<file path="config.mk">
export PLATFORM = sky130hd
export DESIGN_NAME = aod_arith_opcode_decode
export DESIGN_NICKNAME = d
export VERILOG_FILES = /design/src/aod_pkg.sv /design/src/aod_arith_opcode_decode.sv
export SDC_FILE = /design/constraint.sdc
export NUM_CORES = 1
export LEC_CHECK = 0
export ABC_AREA = 1
export ABC_CLOCK_PERIOD_IN_PS = 1500
export BUFFER_PORTS_ARGS = -buffer_cell sky130_fd_sc_hd__clkbuf_2
export CORE_MARGIN = 8
export CORE_UTILIZATION = 40
export DETAILED_ROUTE_END_ITERATION = 8
export GPL_TIMING_DRIVEN = 0
export PLACE_DENSITY = 0.73
export SLEW_MARGIN = 20
export SYNTH_ARGS = -nofsm -noshare
export SYNTH_HDL_FRONTEND = slang
export SYNTH_SLANG_ARGS = --single-unit
</file>
<file path="constraint.sdc">
create_clock -name i_clk -period 1.5 [get_ports i_clk]
set_clock_uncertainty 0.15 [all_clocks]
set_input_delay 0.225 -clock i_clk [delete_from_list [all_inputs] [get_ports i_clk]]
set_output_delay 0.225 -clock i_clk [all_outputs]
set_load 0.05 [all_outputs]
</file>
<file path="src/aod_pkg.sv">
`default_nettype none

package aod_pkg;

    localparam int unsigned CLK_PERIOD_NS = 10;

    // Opcode bases and masks
    localparam logic [7:0] OPC_ADC_IND   = 8'h36;
    localparam logic [7:0] OPC_ADC_IMM   = 8'h34;
    localparam logic [7:0] OPC_SBB_REG   = 8'h98;
    localparam logic [7:0] OPC_SBB_DIR   = 8'h95;
    localparam logic [7:0] OPC_SBB_IND   = 8'h96;
    localparam logic [7:0] OPC_SBB_IMM   = 8'h94;
    localparam logic [7:0] OPC_INC_ACC   = 8'h04;
    localparam logic [7:0] OPC_INC_REG   = 8'h08;
    localparam logic [7:0] OPC_INC_DIR   = 8'h05;
    localparam logic [7:0] OPC_INC_IND   = 8'h06;
    localparam logic [7:0] OPC_DEC_ACC   = 8'h14;
    localparam logic [7:0] OPC_DEC_REG   = 8'h18;
    localparam logic [7:0] OPC_DEC_DIR   = 8'h15;
    localparam logic [7:0] OPC_DEC_IND   = 8'h16;
    localparam logic [7:0] OPC_INC_DPP   = 8'hA3;
    localparam logic [7:0] OPC_AND_REG   = 8'h58;
    localparam logic [7:0] MASK_REG_GRP  = 8'hF8;
    localparam logic [7:0] MASK_IND_GRP  = 8'hFE;

    // Lengths in bytes and machine cycles
    localparam logic [1:0] LEN_ONE       = 2'h1;
    localparam logic [1:0] LEN_TWO       = 2'h2;
    localparam logic [1:0] CYC_ONE       = 2'h1;
    localparam logic [1:0] CYC_TWO       = 2'h2;
    localparam logic [1:0] CYC_THREE     = 2'h3;

    typedef enum logic [2:0] {
        AOD_OP_NONE = 3'b000,
        AOD_OP_ADC  = 3'b001,
        AOD_OP_SBB  = 3'b010,
        AOD_OP_INC  = 3'b011,
        AOD_OP_DEC  = 3'b100,
        AOD_OP_AND  = 3'b101
    } aod_op_t;

    typedef enum logic [2:0] {
        AOD_SRC_NONE = 3'b000,
        AOD_SRC_ACC  = 3'b001,
        AOD_SRC_REG  = 3'b010,
        AOD_SRC_DIR  = 3'b011,
        AOD_SRC_IND  = 3'b100,
        AOD_SRC_IMM  = 3'b101,
        AOD_SRC_DPP  = 3'b110
    } aod_src_t;

    typedef struct packed {
        logic       valid;
        aod_op_t    op;
        aod_src_t   src;
        logic [2:0] bank_sel;
        logic       ptr_sel;
        logic       use_carry;
        logic       carry_upd;
        logic [1:0] bytes;
        logic [1:0] cycles;
    } aod_dec_t;

    localparam aod_dec_t DEC_RESET = '{
        valid: 1'b0, op: AOD_OP_NONE, src: AOD_SRC_NONE, bank_sel: 3'h0,
        ptr_sel: 1'b0, use_carry: 1'b0, carry_upd: 1'b0,
        bytes: 2'h0, cycles: 2'h0};

endpackage : aod_pkg

`default_nettype wire

</file>
<file path="src/aod_arith_opcode_decode.sv">
// Summary of operation
// - 36h/37h: add indirect byte plus carry, one byte, one cycle
// - 34h: add immediate plus carry, two bytes, two cycles
// - 98h-9Fh: subtract bank register with borrow, one byte, one cycle
// - 95h: subtract direct byte with borrow, two bytes, two cycles
// - 96h/97h: subtract indirect byte with borrow, one byte, one cycle
// - 94h: subtract immediate with borrow, two bytes, two cycles
// - 04h: increment accumulator, one byte, one cycle
// - 08h-0Fh: increment bank register, one byte, one cycle
// - 05h: increment direct byte, two bytes, two cycles
// - 06h/07h: increment indirect byte, one byte, one cycle
// - 14h: decrement accumulator, one byte, one cycle
// - 18h-1Fh: decrement bank register, one byte, one cycle
// - 15h: decrement direct byte, two bytes, two cycles
// - 16h/17h: decrement indirect byte, one byte, one cycle
// - A3h: increment data pointer pair, one byte, three cycles
// - 58h-5Fh: AND bank register into accumulator, one byte, one cycle
`timescale 1ns/10ps
`default_nettype none

module aod_arith_opcode_decode (
    input  wire logic              i_clk,
    input  wire logic              i_reset,
    input  wire logic              i_op_valid,
    input  wire logic [7:0]        i_opcode,
    output var  aod_pkg::aod_dec_t o_dec
);
    import aod_pkg::*;

    aod_dec_t dec_d;
    aod_dec_t dec_q;

    function automatic logic in_grp(input logic [7:0] opc,
                                    input logic [7:0] base,
                                    input logic [7:0] mask);
        in_grp = ((opc & mask) == base);
    endfunction : in_grp

    always_comb begin
        dec_d          = DEC_RESET;
        dec_d.bank_sel = i_opcode[2:0];
        dec_d.ptr_sel  = i_opcode[0];
        dec_d.bytes    = LEN_ONE;
        dec_d.cycles   = CYC_ONE;
        if (in_grp(i_opcode, OPC_ADC_IND, MASK_IND_GRP)) begin
            dec_d.op  = AOD_OP_ADC;
            dec_d.src = AOD_SRC_IND;
        end else if (i_opcode == OPC_ADC_IMM) begin
            dec_d.op     = AOD_OP_ADC;
            dec_d.src    = AOD_SRC_IMM;
            dec_d.bytes  = LEN_TWO;
            dec_d.cycles = CYC_TWO;
        end else if (in_grp(i_opcode, OPC_SBB_REG, MASK_REG_GRP)) begin
            dec_d.op  = AOD_OP_SBB;
            dec_d.src = AOD_SRC_REG;
        end else if (i_opcode == OPC_SBB_DIR) begin
            dec_d.op     = AOD_OP_SBB;
            dec_d.src    = AOD_SRC_DIR;
            dec_d.bytes  = LEN_TWO;
            dec_d.cycles = CYC_TWO;
        end else if (in_grp(i_opcode, OPC_SBB_IND, MASK_IND_GRP)) begin
            dec_d.op  = AOD_OP_SBB;
            dec_d.src = AOD_SRC_IND;
        end else if (i_opcode == OPC_SBB_IMM) begin
            dec_d.op     = AOD_OP_SBB;
            dec_d.src    = AOD_SRC_IMM;
            dec_d.bytes  = LEN_TWO;
            dec_d.cycles = CYC_TWO;
        end else if (i_opcode == OPC_INC_ACC) begin
            dec_d.op  = AOD_OP_INC;
            dec_d.src = AOD_SRC_ACC;
        end else if (in_grp(i_opcode, OPC_INC_REG, MASK_REG_GRP)) begin
            dec_d.op  = AOD_OP_INC;
            dec_d.src = AOD_SRC_REG;
        end else if (i_opcode == OPC_INC_DIR) begin
            dec_d.op     = AOD_OP_INC;
            dec_d.src    = AOD_SRC_DIR;
            dec_d.bytes  = LEN_TWO;
            dec_d.cycles = CYC_TWO;
        end else if (in_grp(i_opcode, OPC_INC_IND, MASK_IND_GRP)) begin
            dec_d.op  = AOD_OP_INC;
            dec_d.src = AOD_SRC_IND;
        end else if (i_opcode == OPC_DEC_ACC) begin
            dec_d.op  = AOD_OP_DEC;
            dec_d.src = AOD_SRC_ACC;
        end else if (in_grp(i_opcode, OPC_DEC_REG, MASK_REG_GRP)) begin
            dec_d.op  = AOD_OP_DEC;
            dec_d.src = AOD_SRC_REG;
        end else if (i_opcode == OPC_DEC_DIR) begin
            dec_d.op     = AOD_OP_DEC;
            dec_d.src    = AOD_SRC_DIR;
            dec_d.bytes  = LEN_TWO;
            dec_d.cycles = CYC_TWO;
        end else if (in_grp(i_opcode, OPC_DEC_IND, MASK_IND_GRP)) begin
            dec_d.op  = AOD_OP_DEC;
            dec_d.src = AOD_SRC_IND;
        end else if (i_opcode == OPC_INC_DPP) begin
            // Sixteen-bit carry chain needs the extra cycles
            dec_d.op     = AOD_OP_INC;
            dec_d.src    = AOD_SRC_DPP;
            dec_d.cycles = CYC_THREE;
        end else if (in_grp(i_opcode, OPC_AND_REG, MASK_REG_GRP)) begin
            dec_d.op  = AOD_OP_AND;
            dec_d.src = AOD_SRC_REG;
        end else begin
            // Other groups belong to other decoders
            dec_d.bytes  = 2'h0;
            dec_d.cycles = 2'h0;
        end
        dec_d.use_carry = (dec_d.op == AOD_OP_ADC) ||
                          (dec_d.op == AOD_OP_SBB);
        dec_d.carry_upd = dec_d.use_carry;
        dec_d.valid     = i_op_valid && (dec_d.op != AOD_OP_NONE);
        if (!dec_d.valid) begin
            dec_d = DEC_RESET;
        end
    end

    always_ff @(posedge i_clk) begin
        if (i_reset) begin
            dec_q <= DEC_RESET;
        end else begin
            dec_q <= dec_d;
        end
    end

    assign o_dec = dec_q;

    logic [7:0] opc_q;
    logic       in_q;
    always_ff @(posedge i_clk) begin
        opc_q <= i_opcode;
        in_q  <= i_op_valid;
    end

    property p_adc_ind;
        @(posedge i_clk) disable iff (i_reset)
        i_op_valid && (i_opcode[7:1] == 7'h1B) |=> o_dec.valid &&
            o_dec.op == AOD_OP_ADC && o_dec.src == AOD_SRC_IND &&
            o_dec.bytes == 2'h1 && o_dec.cycles == 2'h1;
    endproperty
    a_adc_ind: assert property (p_adc_ind)
        else $error("indirect add with carry misdecoded");

    property p_two_byte;
        @(posedge i_clk) disable iff (i_reset)
        i_op_valid && (i_opcode == 8'h34 || i_opcode == 8'h95 ||
            i_opcode == 8'h94 || i_opcode == 8'h05 || i_opcode == 8'h15)
        |=> o_dec.bytes == 2'h2 && o_dec.cycles == 2'h2;
    endproperty
    a_two_byte: assert property (p_two_byte)
        else $error("two byte form has wrong length");

    property p_sbb_reg;
        @(posedge i_clk) disable iff (i_reset)
        i_op_valid && i_opcode[7:3] == 5'h13 |=> o_dec.op == AOD_OP_SBB &&
            o_dec.src == AOD_SRC_REG && o_dec.bytes == 2'h1;
    endproperty
    a_sbb_reg: assert property (p_sbb_reg)
        else $error("register subtract misdecoded");

    property p_sbb_ind;
        @(posedge i_clk) disable iff (i_reset)
        i_op_valid && i_opcode[7:1] == 7'h4B |=> o_dec.op == AOD_OP_SBB &&
            o_dec.src == AOD_SRC_IND && o_dec.cycles == 2'h1;
    endproperty
    a_sbb_ind: assert property (p_sbb_ind)
        else $error("indirect subtract misdecoded");

    property p_inc_reg;
        @(posedge i_clk) disable iff (i_reset)
        i_op_valid && i_opcode[7:3] == 5'h01 |=> o_dec.op == AOD_OP_INC &&
            o_dec.src == AOD_SRC_REG;
    endproperty
    a_inc_reg: assert property (p_inc_reg)
        else $error("register increment misdecoded");

    property p_dec_ind;
        @(posedge i_clk) disable iff (i_reset)
        i_op_valid && i_opcode[7:1] == 7'h0B |=> o_dec.op == AOD_OP_DEC &&
            o_dec.src == AOD_SRC_IND;
    endproperty
    a_dec_ind: assert property (p_dec_ind)
        else $error("indirect decrement misdecoded");

    property p_dpp;
        @(posedge i_clk) disable iff (i_reset)
        i_op_valid && i_opcode == 8'hA3 |=> o_dec.src == AOD_SRC_DPP &&
            o_dec.bytes == 2'h1 && o_dec.cycles == 2'h3;
    endproperty
    a_dpp: assert property (p_dpp)
        else $error("pointer increment timing wrong");

    property p_and_reg;
        @(posedge i_clk) disable iff (i_reset)
        i_op_valid && i_opcode[7:3] == 5'h0B |=> o_dec.op == AOD_OP_AND;
    endproperty
    a_and_reg: assert property (p_and_reg)
        else $error("register AND misdecoded");

    // One assertion per remaining form, so a slip in one branch shows alone
    property p_adc_imm;
        @(posedge i_clk) disable iff (i_reset)
        i_op_valid && i_opcode == 8'h34 |=> o_dec.op == AOD_OP_ADC &&
            o_dec.src == AOD_SRC_IMM;
    endproperty
    a_adc_imm: assert property (p_adc_imm)
        else $error("immediate add with carry misdecoded");

    property p_sbb_dir;
        @(posedge i_clk) disable iff (i_reset)
        i_op_valid && i_opcode == 8'h95 |=> o_dec.op == AOD_OP_SBB &&
            o_dec.src == AOD_SRC_DIR && o_dec.bytes == 2'h2;
    endproperty
    a_sbb_dir: assert property (p_sbb_dir)
        else $error("direct subtract misdecoded");

    property p_sbb_imm;
        @(posedge i_clk) disable iff (i_reset)
        i_op_valid && i_opcode == 8'h94 |=> o_dec.op == AOD_OP_SBB &&
            o_dec.src == AOD_SRC_IMM && o_dec.cycles == 2'h2;
    endproperty
    a_sbb_imm: assert property (p_sbb_imm)
        else $error("immediate subtract misdecoded");

    property p_inc_acc;
        @(posedge i_clk) disable iff (i_reset)
        i_op_valid && i_opcode == 8'h04 |=> o_dec.op == AOD_OP_INC &&
            o_dec.src == AOD_SRC_ACC && o_dec.cycles == 2'h1;
    endproperty
    a_inc_acc: assert property (p_inc_acc)
        else $error("accumulator increment misdecoded");

    property p_inc_dir;
        @(posedge i_clk) disable iff (i_reset)
        i_op_valid && i_opcode == 8'h05 |=> o_dec.op == AOD_OP_INC &&
            o_dec.src == AOD_SRC_DIR && o_dec.bytes == 2'h2;
    endproperty
    a_inc_dir: assert property (p_inc_dir)
        else $error("direct increment misdecoded");

    property p_inc_ind;
        @(posedge i_clk) disable iff (i_reset)
        i_op_valid && i_opcode[7:1] == 7'h03 |=> o_dec.op == AOD_OP_INC &&
            o_dec.src == AOD_SRC_IND && o_dec.bytes == 2'h1;
    endproperty
    a_inc_ind: assert property (p_inc_ind)
        else $error("indirect increment misdecoded");

    property p_dec_acc;
        @(posedge i_clk) disable iff (i_reset)
        i_op_valid && i_opcode == 8'h14 |=> o_dec.op == AOD_OP_DEC &&
            o_dec.src == AOD_SRC_ACC && o_dec.cycles == 2'h1;
    endproperty
    a_dec_acc: assert property (p_dec_acc)
        else $error("accumulator decrement misdecoded");

    property p_dec_reg;
        @(posedge i_clk) disable iff (i_reset)
        i_op_valid && i_opcode[7:3] == 5'h03 |=> o_dec.op == AOD_OP_DEC &&
            o_dec.src == AOD_SRC_REG && o_dec.bytes == 2'h1;
    endproperty
    a_dec_reg: assert property (p_dec_reg)
        else $error("register decrement misdecoded");

    property p_dec_dir;
        @(posedge i_clk) disable iff (i_reset)
        i_op_valid && i_opcode == 8'h15 |=> o_dec.op == AOD_OP_DEC &&
            o_dec.src == AOD_SRC_DIR && o_dec.cycles == 2'h2;
    endproperty
    a_dec_dir: assert property (p_dec_dir)
        else $error("direct decrement misdecoded");

    // Plain add group sits next door and must stay out
    property p_refuse;
        @(posedge i_clk) disable iff (i_reset)
        i_op_valid && i_opcode[7:2] == 6'h09 |=> o_dec == DEC_RESET;
    endproperty
    a_refuse: assert property (p_refuse)
        else $error("foreign opcode decoded as own");

    property p_len_sane;
        @(posedge i_clk) disable iff (i_reset)
        o_dec.valid |-> o_dec.bytes != 2'h0 && o_dec.cycles != 2'h0;
    endproperty
    a_len_sane: assert property (p_len_sane)
        else $error("valid decode with zero length");

    property p_reset;
        @(posedge i_clk)
        i_reset |=> o_dec == DEC_RESET;
    endproperty
    a_reset: assert property (p_reset)
        else $error("decode not cleared by reset");

    property p_bank;
        @(posedge i_clk) disable iff (i_reset)
        o_dec.valid && o_dec.src == AOD_SRC_REG |->
            o_dec.bank_sel == $past(i_opcode[2:0]);
    endproperty
    a_bank: assert property (p_bank)
        else $error("bank select does not follow opcode");

    property p_ptr;
        @(posedge i_clk) disable iff (i_reset)
        o_dec.valid && o_dec.src == AOD_SRC_IND |->
            o_dec.ptr_sel == $past(i_opcode[0]);
    endproperty
    a_ptr: assert property (p_ptr)
        else $error("pointer select does not follow opcode");

    property p_carry;
        @(posedge i_clk) disable iff (i_reset)
        o_dec.valid |-> o_dec.use_carry == (o_dec.op == AOD_OP_ADC ||
            o_dec.op == AOD_OP_SBB) && o_dec.carry_upd == o_dec.use_carry;
    endproperty
    a_carry: assert property (p_carry)
        else $error("carry use does not match operation");

    property p_idle;
        @(posedge i_clk) disable iff (i_reset)
        !i_op_valid |=> !o_dec.valid && o_dec.cycles == 2'h0;
    endproperty
    a_idle: assert property (p_idle)
        else $error("output valid without input");

    c_adc: cover property (@(posedge i_clk) disable iff (i_reset)
        o_dec.valid && o_dec.op == AOD_OP_ADC);
    c_dpp: cover property (@(posedge i_clk) disable iff (i_reset)
        o_dec.valid && o_dec.src == AOD_SRC_DPP);
    c_b2b: cover property (@(posedge i_clk) disable iff (i_reset)
        o_dec.valid ##1 o_dec.valid);
    c_miss: cover property (@(posedge i_clk) disable iff (i_reset)
        in_q && !o_dec.valid && opc_q == 8'h24);
    c_two: cover property (@(posedge i_clk) disable iff (i_reset)
        o_dec.valid && o_dec.bytes == 2'h2);

endmodule : aod_arith_opcode_decode

`default_nettype wire

</file>
Yosys cells after proc, flatten, opt, wreduce, memory -nomap -nowiden
Cells that the tools add are included.
{"block": "op_classes", "n_eq_ne": 18, "n_mux": 34, "bitwise": 1, "reduce_logical": 6}
{"operator": "6-bit two-way mux", "count": 16}
{"operator": "4-bit two-way mux", "count": 14}
{"operator": "8-bit == test, second input constant", "count": 3}
{"operator": "17-bit two-way mux", "count": 1}
{"operator": "8-bit by 3-bit == test with 1-bit output, second input constant", "count": 2}
{"operator": "8-bit by 5-bit == test with 1-bit output, second input constant", "count": 2}
{"operator": "8-bit by 6-bit == test with 1-bit output, second input constant", "count": 1}
{"operator": "7-bit by 2-bit == test with 1-bit output, second input constant", "count": 1}
{"operator": "7-bit by 4-bit == test with 1-bit output, second input constant", "count": 1}
{"operator": "7-bit by 5-bit == test with 1-bit output, second input constant", "count": 1}
{"operator": "7-bit == test, second input constant", "count": 1}
{"operator": "5-bit by 1-bit == test with 1-bit output, second input constant", "count": 1}
{"operator": "5-bit by 2-bit == test with 1-bit output, second input constant", "count": 1}
{"operator": "5-bit by 4-bit == test with 1-bit output, second input constant", "count": 1}
{"operator": "5-bit == test, second input constant", "count": 1}
{"operator": "2-bit two-way mux", "count": 2}
{"operator": "4-bit OR reduction", "count": 1}
{"operator": "3-bit by 1-bit == test with 1-bit output, second input constant", "count": 1}
{"operator": "3-bit by 2-bit == test with 1-bit output, second input constant", "count": 1}
{"operator": "3-bit two-way mux", "count": 1}
{"operator": "3-bit nonzero test", "count": 1}
{"operator": "3-bit OR reduction", "count": 1}
{"operator": "2-bit OR reduction", "count": 1}
{"operator": "1-bit logical AND", "count": 1}
{"operator": "other kinds (2)", "count": 2}
{"block": "word_totals", "register_bits": 16, "in_bits": 11, "out_inout_bits": 17, "elab_cells": 71}

Depth between registers and ports, before layout
Gate-level depths: netlist of run 1.
{"block": "logic_depth", "word_depth": 21, "depth_mapped": 11, "mapped_depth_nobuf": 11}

Worst setup path after synthesis of run 1
OpenSTA, ideal clock, no wires.
{"block": "synth_path", "path_kind": "input port to flip-flop", "start": "input port i_opcode[1]", "end": "register dec_q (netlist bit o_dec[15])", "setup_ps": 126, "arrival_ps": 1185, "t_required_ps": 1224, "slack_ps": 39, "cell_stages": 10, "path_buffers": 0, "cell_sequence": "inv_1 -> nor2_1 -> nand3_1 -> nor2_2 -> nor2_1 -> nand3_1 -> nor2_2 -> nand3_2 -> nand2_4 -> nor2_1"}
{"block": "synth_between", "elab_chain_cells": 20, "word_cells_on_any_way": 31, "classes_between": "eq/ne: 12; mux: 15; bitwise: 1; reduce/logical: 3"}
{"element": "start, declared", "line_no": "aod_arith_opcode_decode.sv:25", "rtl": "input wire logic [7:0] i_opcode,"}
{"element": "8-bit == test", "line_no": "aod_arith_opcode_decode.sv:97", "rtl": "end else if (i_opcode == OPC_INC_DPP) begin"}
{"element": "6-bit two-way mux", "line_no": "aod_arith_opcode_decode.sv:97"}
{"element": "6-bit two-way mux", "line_no": "aod_arith_opcode_decode.sv:94", "rtl": "end else if (in_grp(i_opcode, OPC_DEC_IND, MASK_IND_GRP)) begin"}
{"element": "6-bit two-way mux", "line_no": "aod_arith_opcode_decode.sv:89", "rtl": "end else if (i_opcode == OPC_DEC_DIR) begin"}
{"element": "6-bit two-way mux", "line_no": "aod_arith_opcode_decode.sv:86", "rtl": "end else if (in_grp(i_opcode, OPC_DEC_REG, MASK_REG_GRP)) begin"}
{"element": "6-bit two-way mux", "line_no": "aod_arith_opcode_decode.sv:83", "rtl": "end else if (i_opcode == OPC_DEC_ACC) begin"}
{"element": "6-bit two-way mux", "line_no": "aod_arith_opcode_decode.sv:80", "rtl": "end else if (in_grp(i_opcode, OPC_INC_IND, MASK_IND_GRP)) begin"}
{"element": "6-bit two-way mux", "line_no": "aod_arith_opcode_decode.sv:75", "rtl": "end else if (i_opcode == OPC_INC_DIR) begin"}
{"element": "(+4 left out)"}
{"element": "6-bit two-way mux", "line_no": "aod_arith_opcode_decode.sv:56", "rtl": "end else if (i_opcode == OPC_SBB_DIR) begin"}
{"element": "6-bit two-way mux", "line_no": "aod_arith_opcode_decode.sv:53", "rtl": "end else if (in_grp(i_opcode, OPC_SBB_REG, MASK_REG_GRP)) begin"}
{"element": "6-bit two-way mux", "line_no": "aod_arith_opcode_decode.sv:48", "rtl": "end else if (i_opcode == OPC_ADC_IMM) begin"}
{"element": "6-bit two-way mux (*)", "line_no": "aod_arith_opcode_decode.sv:45", "rtl": "if (in_grp(i_opcode, OPC_ADC_IND, MASK_IND_GRP)) begin"}
{"element": "3-bit nonzero test", "line_no": "aod_arith_opcode_decode.sv:113", "rtl": "dec_d.valid = i_op_valid && (dec_d.op != AOD_OP_NONE);"}
{"element": "1-bit logical AND", "line_no": "aod_arith_opcode_decode.sv:113"}
{"element": "1-bit inverter (no line)"}
{"element": "2-bit OR reduction (no line)"}
{"element": "end signal, assigned", "line_no": "aod_arith_opcode_decode.sv:121", "rtl": "dec_q <= DEC_RESET;"}
{"element": "end signal, assigned", "line_no": "aod_arith_opcode_decode.sv:123", "rtl": "dec_q <= dec_d;"}
{"element": "end, declared", "line_no": "aod_arith_opcode_decode.sv:31", "rtl": "aod_dec_t dec_q;"}
Mark *: on every way between the ends. The rest lies on a longest branch, timed or not.
A chain may end at the register's enable or synchronous reset.

Worst setup path in the final report of run 1
{"block": "layout_path", "start": "input port i_opcode[4]", "end": "register dec_q (netlist bit o_dec[3])"}
{"block": "layout_between", "elab_chain_cells": 21, "word_cells_on_any_way": 49, "classes_between": "eq/ne: 16; mux: 29; bitwise: 1; reduce/logical: 3"}
{"element": "5-bit by 4-bit == test with 1-bit output", "line_no": "aod_arith_opcode_decode.sv:36", "rtl": "in_grp = ((opc & mask) == base);"}
{"element": "6-bit two-way mux", "line_no": "aod_arith_opcode_decode.sv:102", "rtl": "end else if (in_grp(i_opcode, OPC_AND_REG, MASK_REG_GRP)) begin"}
{"element": "6-bit two-way mux", "line_no": "aod_arith_opcode_decode.sv:97"}
{"element": "6-bit two-way mux", "line_no": "aod_arith_opcode_decode.sv:94"}
{"element": "6-bit two-way mux", "line_no": "aod_arith_opcode_decode.sv:89"}
{"element": "6-bit two-way mux", "line_no": "aod_arith_opcode_decode.sv:86"}
{"element": "6-bit two-way mux", "line_no": "aod_arith_opcode_decode.sv:83"}
{"element": "6-bit two-way mux", "line_no": "aod_arith_opcode_decode.sv:80"}
{"element": "(+5 left out)"}
{"element": "6-bit two-way mux", "line_no": "aod_arith_opcode_decode.sv:56"}
{"element": "6-bit two-way mux", "line_no": "aod_arith_opcode_decode.sv:53"}
{"element": "6-bit two-way mux", "line_no": "aod_arith_opcode_decode.sv:48"}
{"element": "6-bit two-way mux", "line_no": "aod_arith_opcode_decode.sv:45"}
{"element": "3-bit nonzero test", "line_no": "aod_arith_opcode_decode.sv:113"}
{"element": "1-bit logical AND", "line_no": "aod_arith_opcode_decode.sv:113"}
{"element": "1-bit inverter (no line)"}
{"element": "3-bit OR reduction (no line)"}
Several ways; a longest one is shown, not always the timed one.

==> metrics.md, run 1 <==
| Metric | Value |
|---|---|
| Ys async rst share | 0% |
| Crit path DAT | 1.47 ns |
| Main area contributors after synthesis | dfxtp_1 (36%), nor2_1 (14%), inv_1 (8.0%), nand2_1 (6.7%), nor2_2 (6.7%) |
| Fmax | 0.712 GHz |
| Outcome | complete, no violations |
| Seq/Total Area, Yosys | 35.7% |
| Most used DFF post-synth | dfxtp_1 |
| Layout cells sized above 1 | around 44% |
| DRT Pass-1 Iters | 5 |
| Worst Path Required | 1.57 ns |
| Clk root buf | clkbuf_4 |
| Min Tclk post-route | 1.40 ns |
| Max FO, Critical Path | 7 |
| Port Buf Inserts | 27 |
| Die X | 61.8 um |
| Syn nets | 139 |
| Tcrit/Tclk final | 93.6% |
| Via/cell ratio | 4.79 |
| Final setup fails | 0 |
| Largest area contributor in the netlist | dfxtp_1 |
| Largest net degree at the start of global routing | 11 |
| Full die area | between 3000 and 4000 um2 |
| Initial antenna violation count | 0 |
| Crit start category | input port |
| Core ar. | 1980 um2 |
| Area grow syn2layout | 36.3% |
| Longest Clk Path Bufs | 2 |
| Max H-tree Level | 1 |
| Vias in the first global route | 840 |
| Leak pwr | 0.610 nW |
| Slew Viols, Final | 0 |
| Crit path kind | input port to register |
| Final hold viol count | 0 |
| Post-route non-filler standard cell count | 187 |
| Initial Utilization | 42.4% |
| Io pins | 28 |
| CTS tree | done |
| Grt ovf | 0 |
| Rel. slew slack | 60.2% |
| Max reg flops | 15 |
| Detailed Route Iter0 Violations | 18 |
| CP endpoint kind | register |
| Most common cell after layout, fill and taps aside | clkbuf_2 |
| Post-Syn Instances | 128 |
| Worst Min Path Start | i_opcode[1] |
| Setup crit end | o_dec[3] |
| Seq cells post-synth | 15 |
| Filler Cell Count | 210 |
| Cts hold-fix bufs | 0 |
| Cell area after synthesis | roughly 840 um2 |
| Die Span Y | 61.8 um |
| Final hold slack | 0.0642 ns |
| Setup crit start | i_opcode[4] |
| Avg Inst Size Synth | between 6 and 7 um2 |
| EDFF count, synth | 0 |
| Power per cell area | 685 nW/um2 |
| DR WL/cell | 11.7 um |
| Drc violations | 0 |
| Via count | 895 |
| Global Route Usage Sum | 12.0% |
| Worst IR Drop VDD | 0.000362 V |
| Max Cap Viol | 0 |
| HP Class | input port to register |
| Most frequent cells in the layout | clkbuf_2 (25), nor2_1 (24), inv_1 (16) |
| Global-route wire length before repair | 3500 um |
| TritonCTS Buffers | 3 |
| Total clock sinks | 15 |
| # diodes | 0 |
| Routability Congestion | 0.852 |
| Final core utilization | ~58% |
| Share of the synthesized area in the top cell type | 35.7% |
| Post-Place Cells | roughly 180 |
| Synth warnings | 0 |
| Nets | 172 |
| Synth unique cells | 21 |
| Number of nets still failing antenna checks after routing | 0 |
| Worst-path clk slew | around 0.090 ns |
| Row Count | 16 |
| Worst slew pin tran | 0.595 ns |
| Post-Route WL | 2190 um |
| DP Wirelength | 1750 um |
-- layer usage --
layer,track usage (%),wire length (um),vias to the layer above
li1,-,-,470
met3,1.03,131,5
met1,13.4,934,391
met2,21.1,1070,29
met5,0,0,-
met4,8.12,48,0
-- synthesized netlist by cell type, types with 2 or more instances --
library cell and instances:
a21oi_1 2, buf_4 2, dfxtp_1 15, inv_1 18, inv_2 3, nand2_1 15
nand2_2 4, nand3_1 9, nand3_2 2, nand4_1 3, nor2_1 31, nor2_2 9
nor3_1 6, o21ai_0 2
-- worst max-delay path, stage by stage --
cell and delay (ns):
clkbuf_4 0.15, nor2_1 0.19, nand3_1 0.17, nor2_4 0.18, nor2_2 0.07, nand3_2 0.10, nor2_4 0.05, nand3_4 0.10
nand3_2 0.10, nor2_1 0.13
-- area by class of cell --
cell class / count / area (um2) / area share (%)
multi-input cells: 91 / 552 / 48.1
flip-flops and latches: 15 / 300 / 26.2
repair buffers: 27 / 140 / 12.2
inverters: 21 / 78.8 / 6.88
well taps: 27 / 33.8 / 2.95
clock buffers: 4 / 26.3 / 2.29
plain buffers: 2 / 15.0 / 1.31
-- what timing repair did --
| item | 4_1_cts | 5_1_grt |
|---|---|---|
| buffers inserted | 0 | 0 |
| setup endpoints to repair | 0 | 15 |
| resized for setup | 0 | 32 |
| endpoints found under the hold margin | 0 | 0 |
-- where the power goes --
part | leakage (nW) | total [mW] | switching [mW] | internal [mW]
logic | 0.474 | 0.156 | 0.110 | 0.0465
registers | 0.121 | 0.404 | 0.00129 | 0.403
clock network | 0.0150 | 0.225 | 0.122 | 0.103
-- worst min path at each step --
stage | end | slack [ns] | depth (start not counted)
2_1_floorplan | o_dec[7] | 0.22 | 2
3_3_place_gp | o_dec[7] | 0.37 | 3
3_5_place_dp | o_dec[9] | 0.37 | 3
4_1_cts | o_dec[9] | 0.07 | 3
5_1_grt | o_dec[8] | 0.08 | 3
6_report | o_dec[8] | 0.06 | 3
-- logic make-up (layout without fill, tap and decap cells) --
logic type / after synthesis / in the layout / share of synthesized area (%)
AND/OR/NAND/NOR: 83 / 84 / 48.2
flip-flops: 15 / 15 / 35.7
AO/OA/AOI/OAI: 7 / 7 / 4.91
buffers and inverters: 23 / 54 / 11.2
-- stage by stage --
stage                     area, um2  TNS [ns]  setup WS (ns)  total power, mW
after global routing           1150    -0.210        -0.0379            0.824
after detailed placement       1010     -3.78         -0.289            0.543
after CTS                      1040         0        0.00283            0.760
after global placement         1010     -3.25         -0.244            0.541
after floorplan                 841         0         0.0386            0.500
final                          1150         0         0.0965            0.785
Power figures use the tool's default switching activity.
==> run 2, diff against run 1 <==
--- a/config.mk
+++ b/config.mk
@@ -10,7 +10,9 @@
 export BUFFER_PORTS_ARGS = -buffer_cell sky130_fd_sc_hd__clkbuf_2
+export CELL_PAD_IN_SITES_DETAIL_PLACEMENT = 2
+export CELL_PAD_IN_SITES_GLOBAL_PLACEMENT = 2
 export CORE_MARGIN = 8
-export CORE_UTILIZATION = 40
+export CORE_UTILIZATION = 22
 export DETAILED_ROUTE_END_ITERATION = 8
 export GPL_TIMING_DRIVEN = 0
-export PLACE_DENSITY = 0.73
+export PLACE_DENSITY = 0.77
 export SLEW_MARGIN = 20
==> constraint.sdc (replaced) <==
create_clock -name i_clk -period 1.5 [get_ports i_clk]
set_clock_uncertainty 0.15 [all_clocks]
set_input_delay 0.075 -clock i_clk [delete_from_list [all_inputs] [get_ports i_clk]]
set_output_delay 0.075 -clock i_clk [all_outputs]
set_load 0.05 [all_outputs]
==> run 2 against run 1 <==
  * Sequential cell count unchanged
  * Fmax fell by 1.2%
  * Via count is 7.2% higher
  * Global-route usage down 1.8 points
  * Highest routed layer unchanged
  * Clock power up 45%
  * Critical path depth grew 2
  * Clock-buffer cell count did not move
==> metrics.md, run 2 (synthesized netlist as in run 1, its figures left out) <==
| Metric | Value |
|---|---|
| Rel. slew slack | 56.2% |
| Die X | 77.8 um |
| Via/cell ratio | 4.50 |
| Internal | 0.644 mW |
| Worst-path clk slew | 0.06 ns |
| CP top delay family | simple AND/OR/NAND/NOR gates |
| Initial Utilization | 23.0% |
| CP Cell Sequence | clkbuf_4 -> inv_2 -> nand2_2 -> nor2_2 -> nand2_2 -> inv_1 -> nor2_1 -> nand3_1 -> nor2_2 -> nand3_4 -> nand2_4 -> nor2_1 |
| Register Area | between 300 and 400 um2 |
| Routability Congestion | 0.806 |
| Final instance area | 1190 um2 |
| Global Route Usage Sum | 10.2% |
| Final hold viol count | 0 |
| Die Span Y | 77.8 um |
| Area of placed instances | 1040 um2 |
| Detailed Route Iter0 Violations | 11 |
| Clk pwr share | 36.4% |
| Post-Route WL | 3100 um |
| Area grow syn2layout | 41.8% |
| Worst IR Drop VDD | 0.000238 V |
| Leak pwr | 0.625 nW |
| Outcome | complete, no violations |
| Nets | roughly 180 |
| Fmax | between 0.7 and 0.8 GHz |
| Final setup fails | 0 |
| Sw Pwr | 0.254 mW |
| Crit start category | input port |
| Full die area | 6060 um2 |
| Max reg flops | 15 |
| # diodes | 0 |
| CP max stage delay | 0.19 ns |
| Max H-tree Level | 1 |
| DRT met1 WL | 1220 um |
| Grt ovf | 0 |
| Max FO, Critical Path | 7 |
| DP Wirelength | approximately 2500 um |
| Longest Clk Path Bufs | 2 |
| Dpl ws | -0.210 ns |
| Most frequent cells in the layout | nor2_1 (26), clkbuf_2 (25), inv_1 (18) |
| Final hold slack | between 0.09 and 0.1 ns |
| Slew Viols, Final | 0 |
| Largest net degree at the start of global routing | 11 |
| CTS tree | done |
| Total clock sinks | 15 |
| Final core utilization | 32.6% |
| Row Count | 22 |
| Net Sw Frac | 28.3% |
| Vias in the first global route | 1076 |
| Power per cell area | around 750 nW/um2 |
| Tcrit/Tclk final | 94.7% |
| DR WL/cell | about 15 um |
| HP Class | input port to register |
| Layout cells sized above 1 | 37.6% |
| Min Tclk post-route | 1.42 ns |
| Filler Cell Count | 459 |
| Seq pwr share | a little under half |
| Global-route wire length before repair | 5020 um |
| Core ar. | 3660 um2 |
| Crit path kind | input port to register |
| Worst slew pin tran | 0.654 ns |
| Uppermost routed layer | met4 |
| PnR worst setup slack | 0.0801 ns |
| Crit path DAT | ~1.4 ns |
| WL met2 | 1720 um |
| Via count | 959 |
| Multi-input gate area | 508 um2 |
| CP max stage cell | nor2_2 |
| DRT Pass-1 Iters | 4 |
| Worst Path Required | 1.50 ns |
| Io pins | 28 |
| Max Cap Viol | 0 |
| Port Buf Inserts | 27 |
| Clk root buf | clkbuf_8 |
| Most common cell after layout, fill and taps aside | nor2_1 |
| Crit path buf inv count | 3 |
| CP endpoint kind | register |
| Drc violations | 0 |
| Comb power frac | 18.5% |
| Number of nets still failing antenna checks after routing | 0 |
| Met3 WL post-DR | between 100 and 150 um |
| TritonCTS Buffers | 3 |
| Initial antenna violation count | 0 |
| Final Power | 0.898 mW |
[run 2: cell types whose count changed in the layout (fill, tap and decap cells not counted), moves of 2 or more]
cell,change
nor2_1,+2
clkbuf_8,+3
dlygate4sd3_1,+3
nand3_1,+3
nand3_2,-3
nand2_1,+2
clkbuf_4,-2
inv_1,+2
inv_2,-2
nor2_4,-2
[run 2: through the flow]
stage	setup TNS, ns	cells
finish	0	213
global route	-0.605	213
CTS	0	210
detailed placement	-2.68	203
global placement	-1.64	203
floorplan	0	128
[run 2: what timing repair did]
action,in CTS,in global routing
hold buffers,3,0
endpoints found under the setup margin,0,14
buffers inserted,0,2
hold endpoints to repair,3,0
resized for setup,0,18
[run 2: cell type report]
class                      instances  share of cell area (%)
inverter                          21                    6.61
buffer                             2                    1.26
clock buffer                       4                    3.78
tap                               48                    5.04
sequential                        15                    25.2
timing repair buffer              32                    15.5
multi-input combinational         91                    42.6
[run 2: layer usage]
layer  global-route usage (%)  vias to the layer above
met5                        0                        -
met3                     2.07                        4
met1                     10.2                      466
li1                         -                      474
met4                     4.53                        0
met2                     19.6                       15
[run 2: path summary, 6_finish.rpt]
check,startpoint,end,cells past startpoint
worst max-delay path,i_opcode[3],o_dec[13],12
worst min-delay path,i_reset,o_dec[14],4
[run 2: power groups by stage]
stage	Clock [mW]	Sequential (mW)	Combinational (mW)
after CTS	0.338	0.405	0.144
after global routing	0.356	0.405	0.182
final	0.327	0.405	0.166
after global placement	0	0.413	0.131
after floorplan	0	0.431	0.0690
after detailed placement	0	0.414	0.137
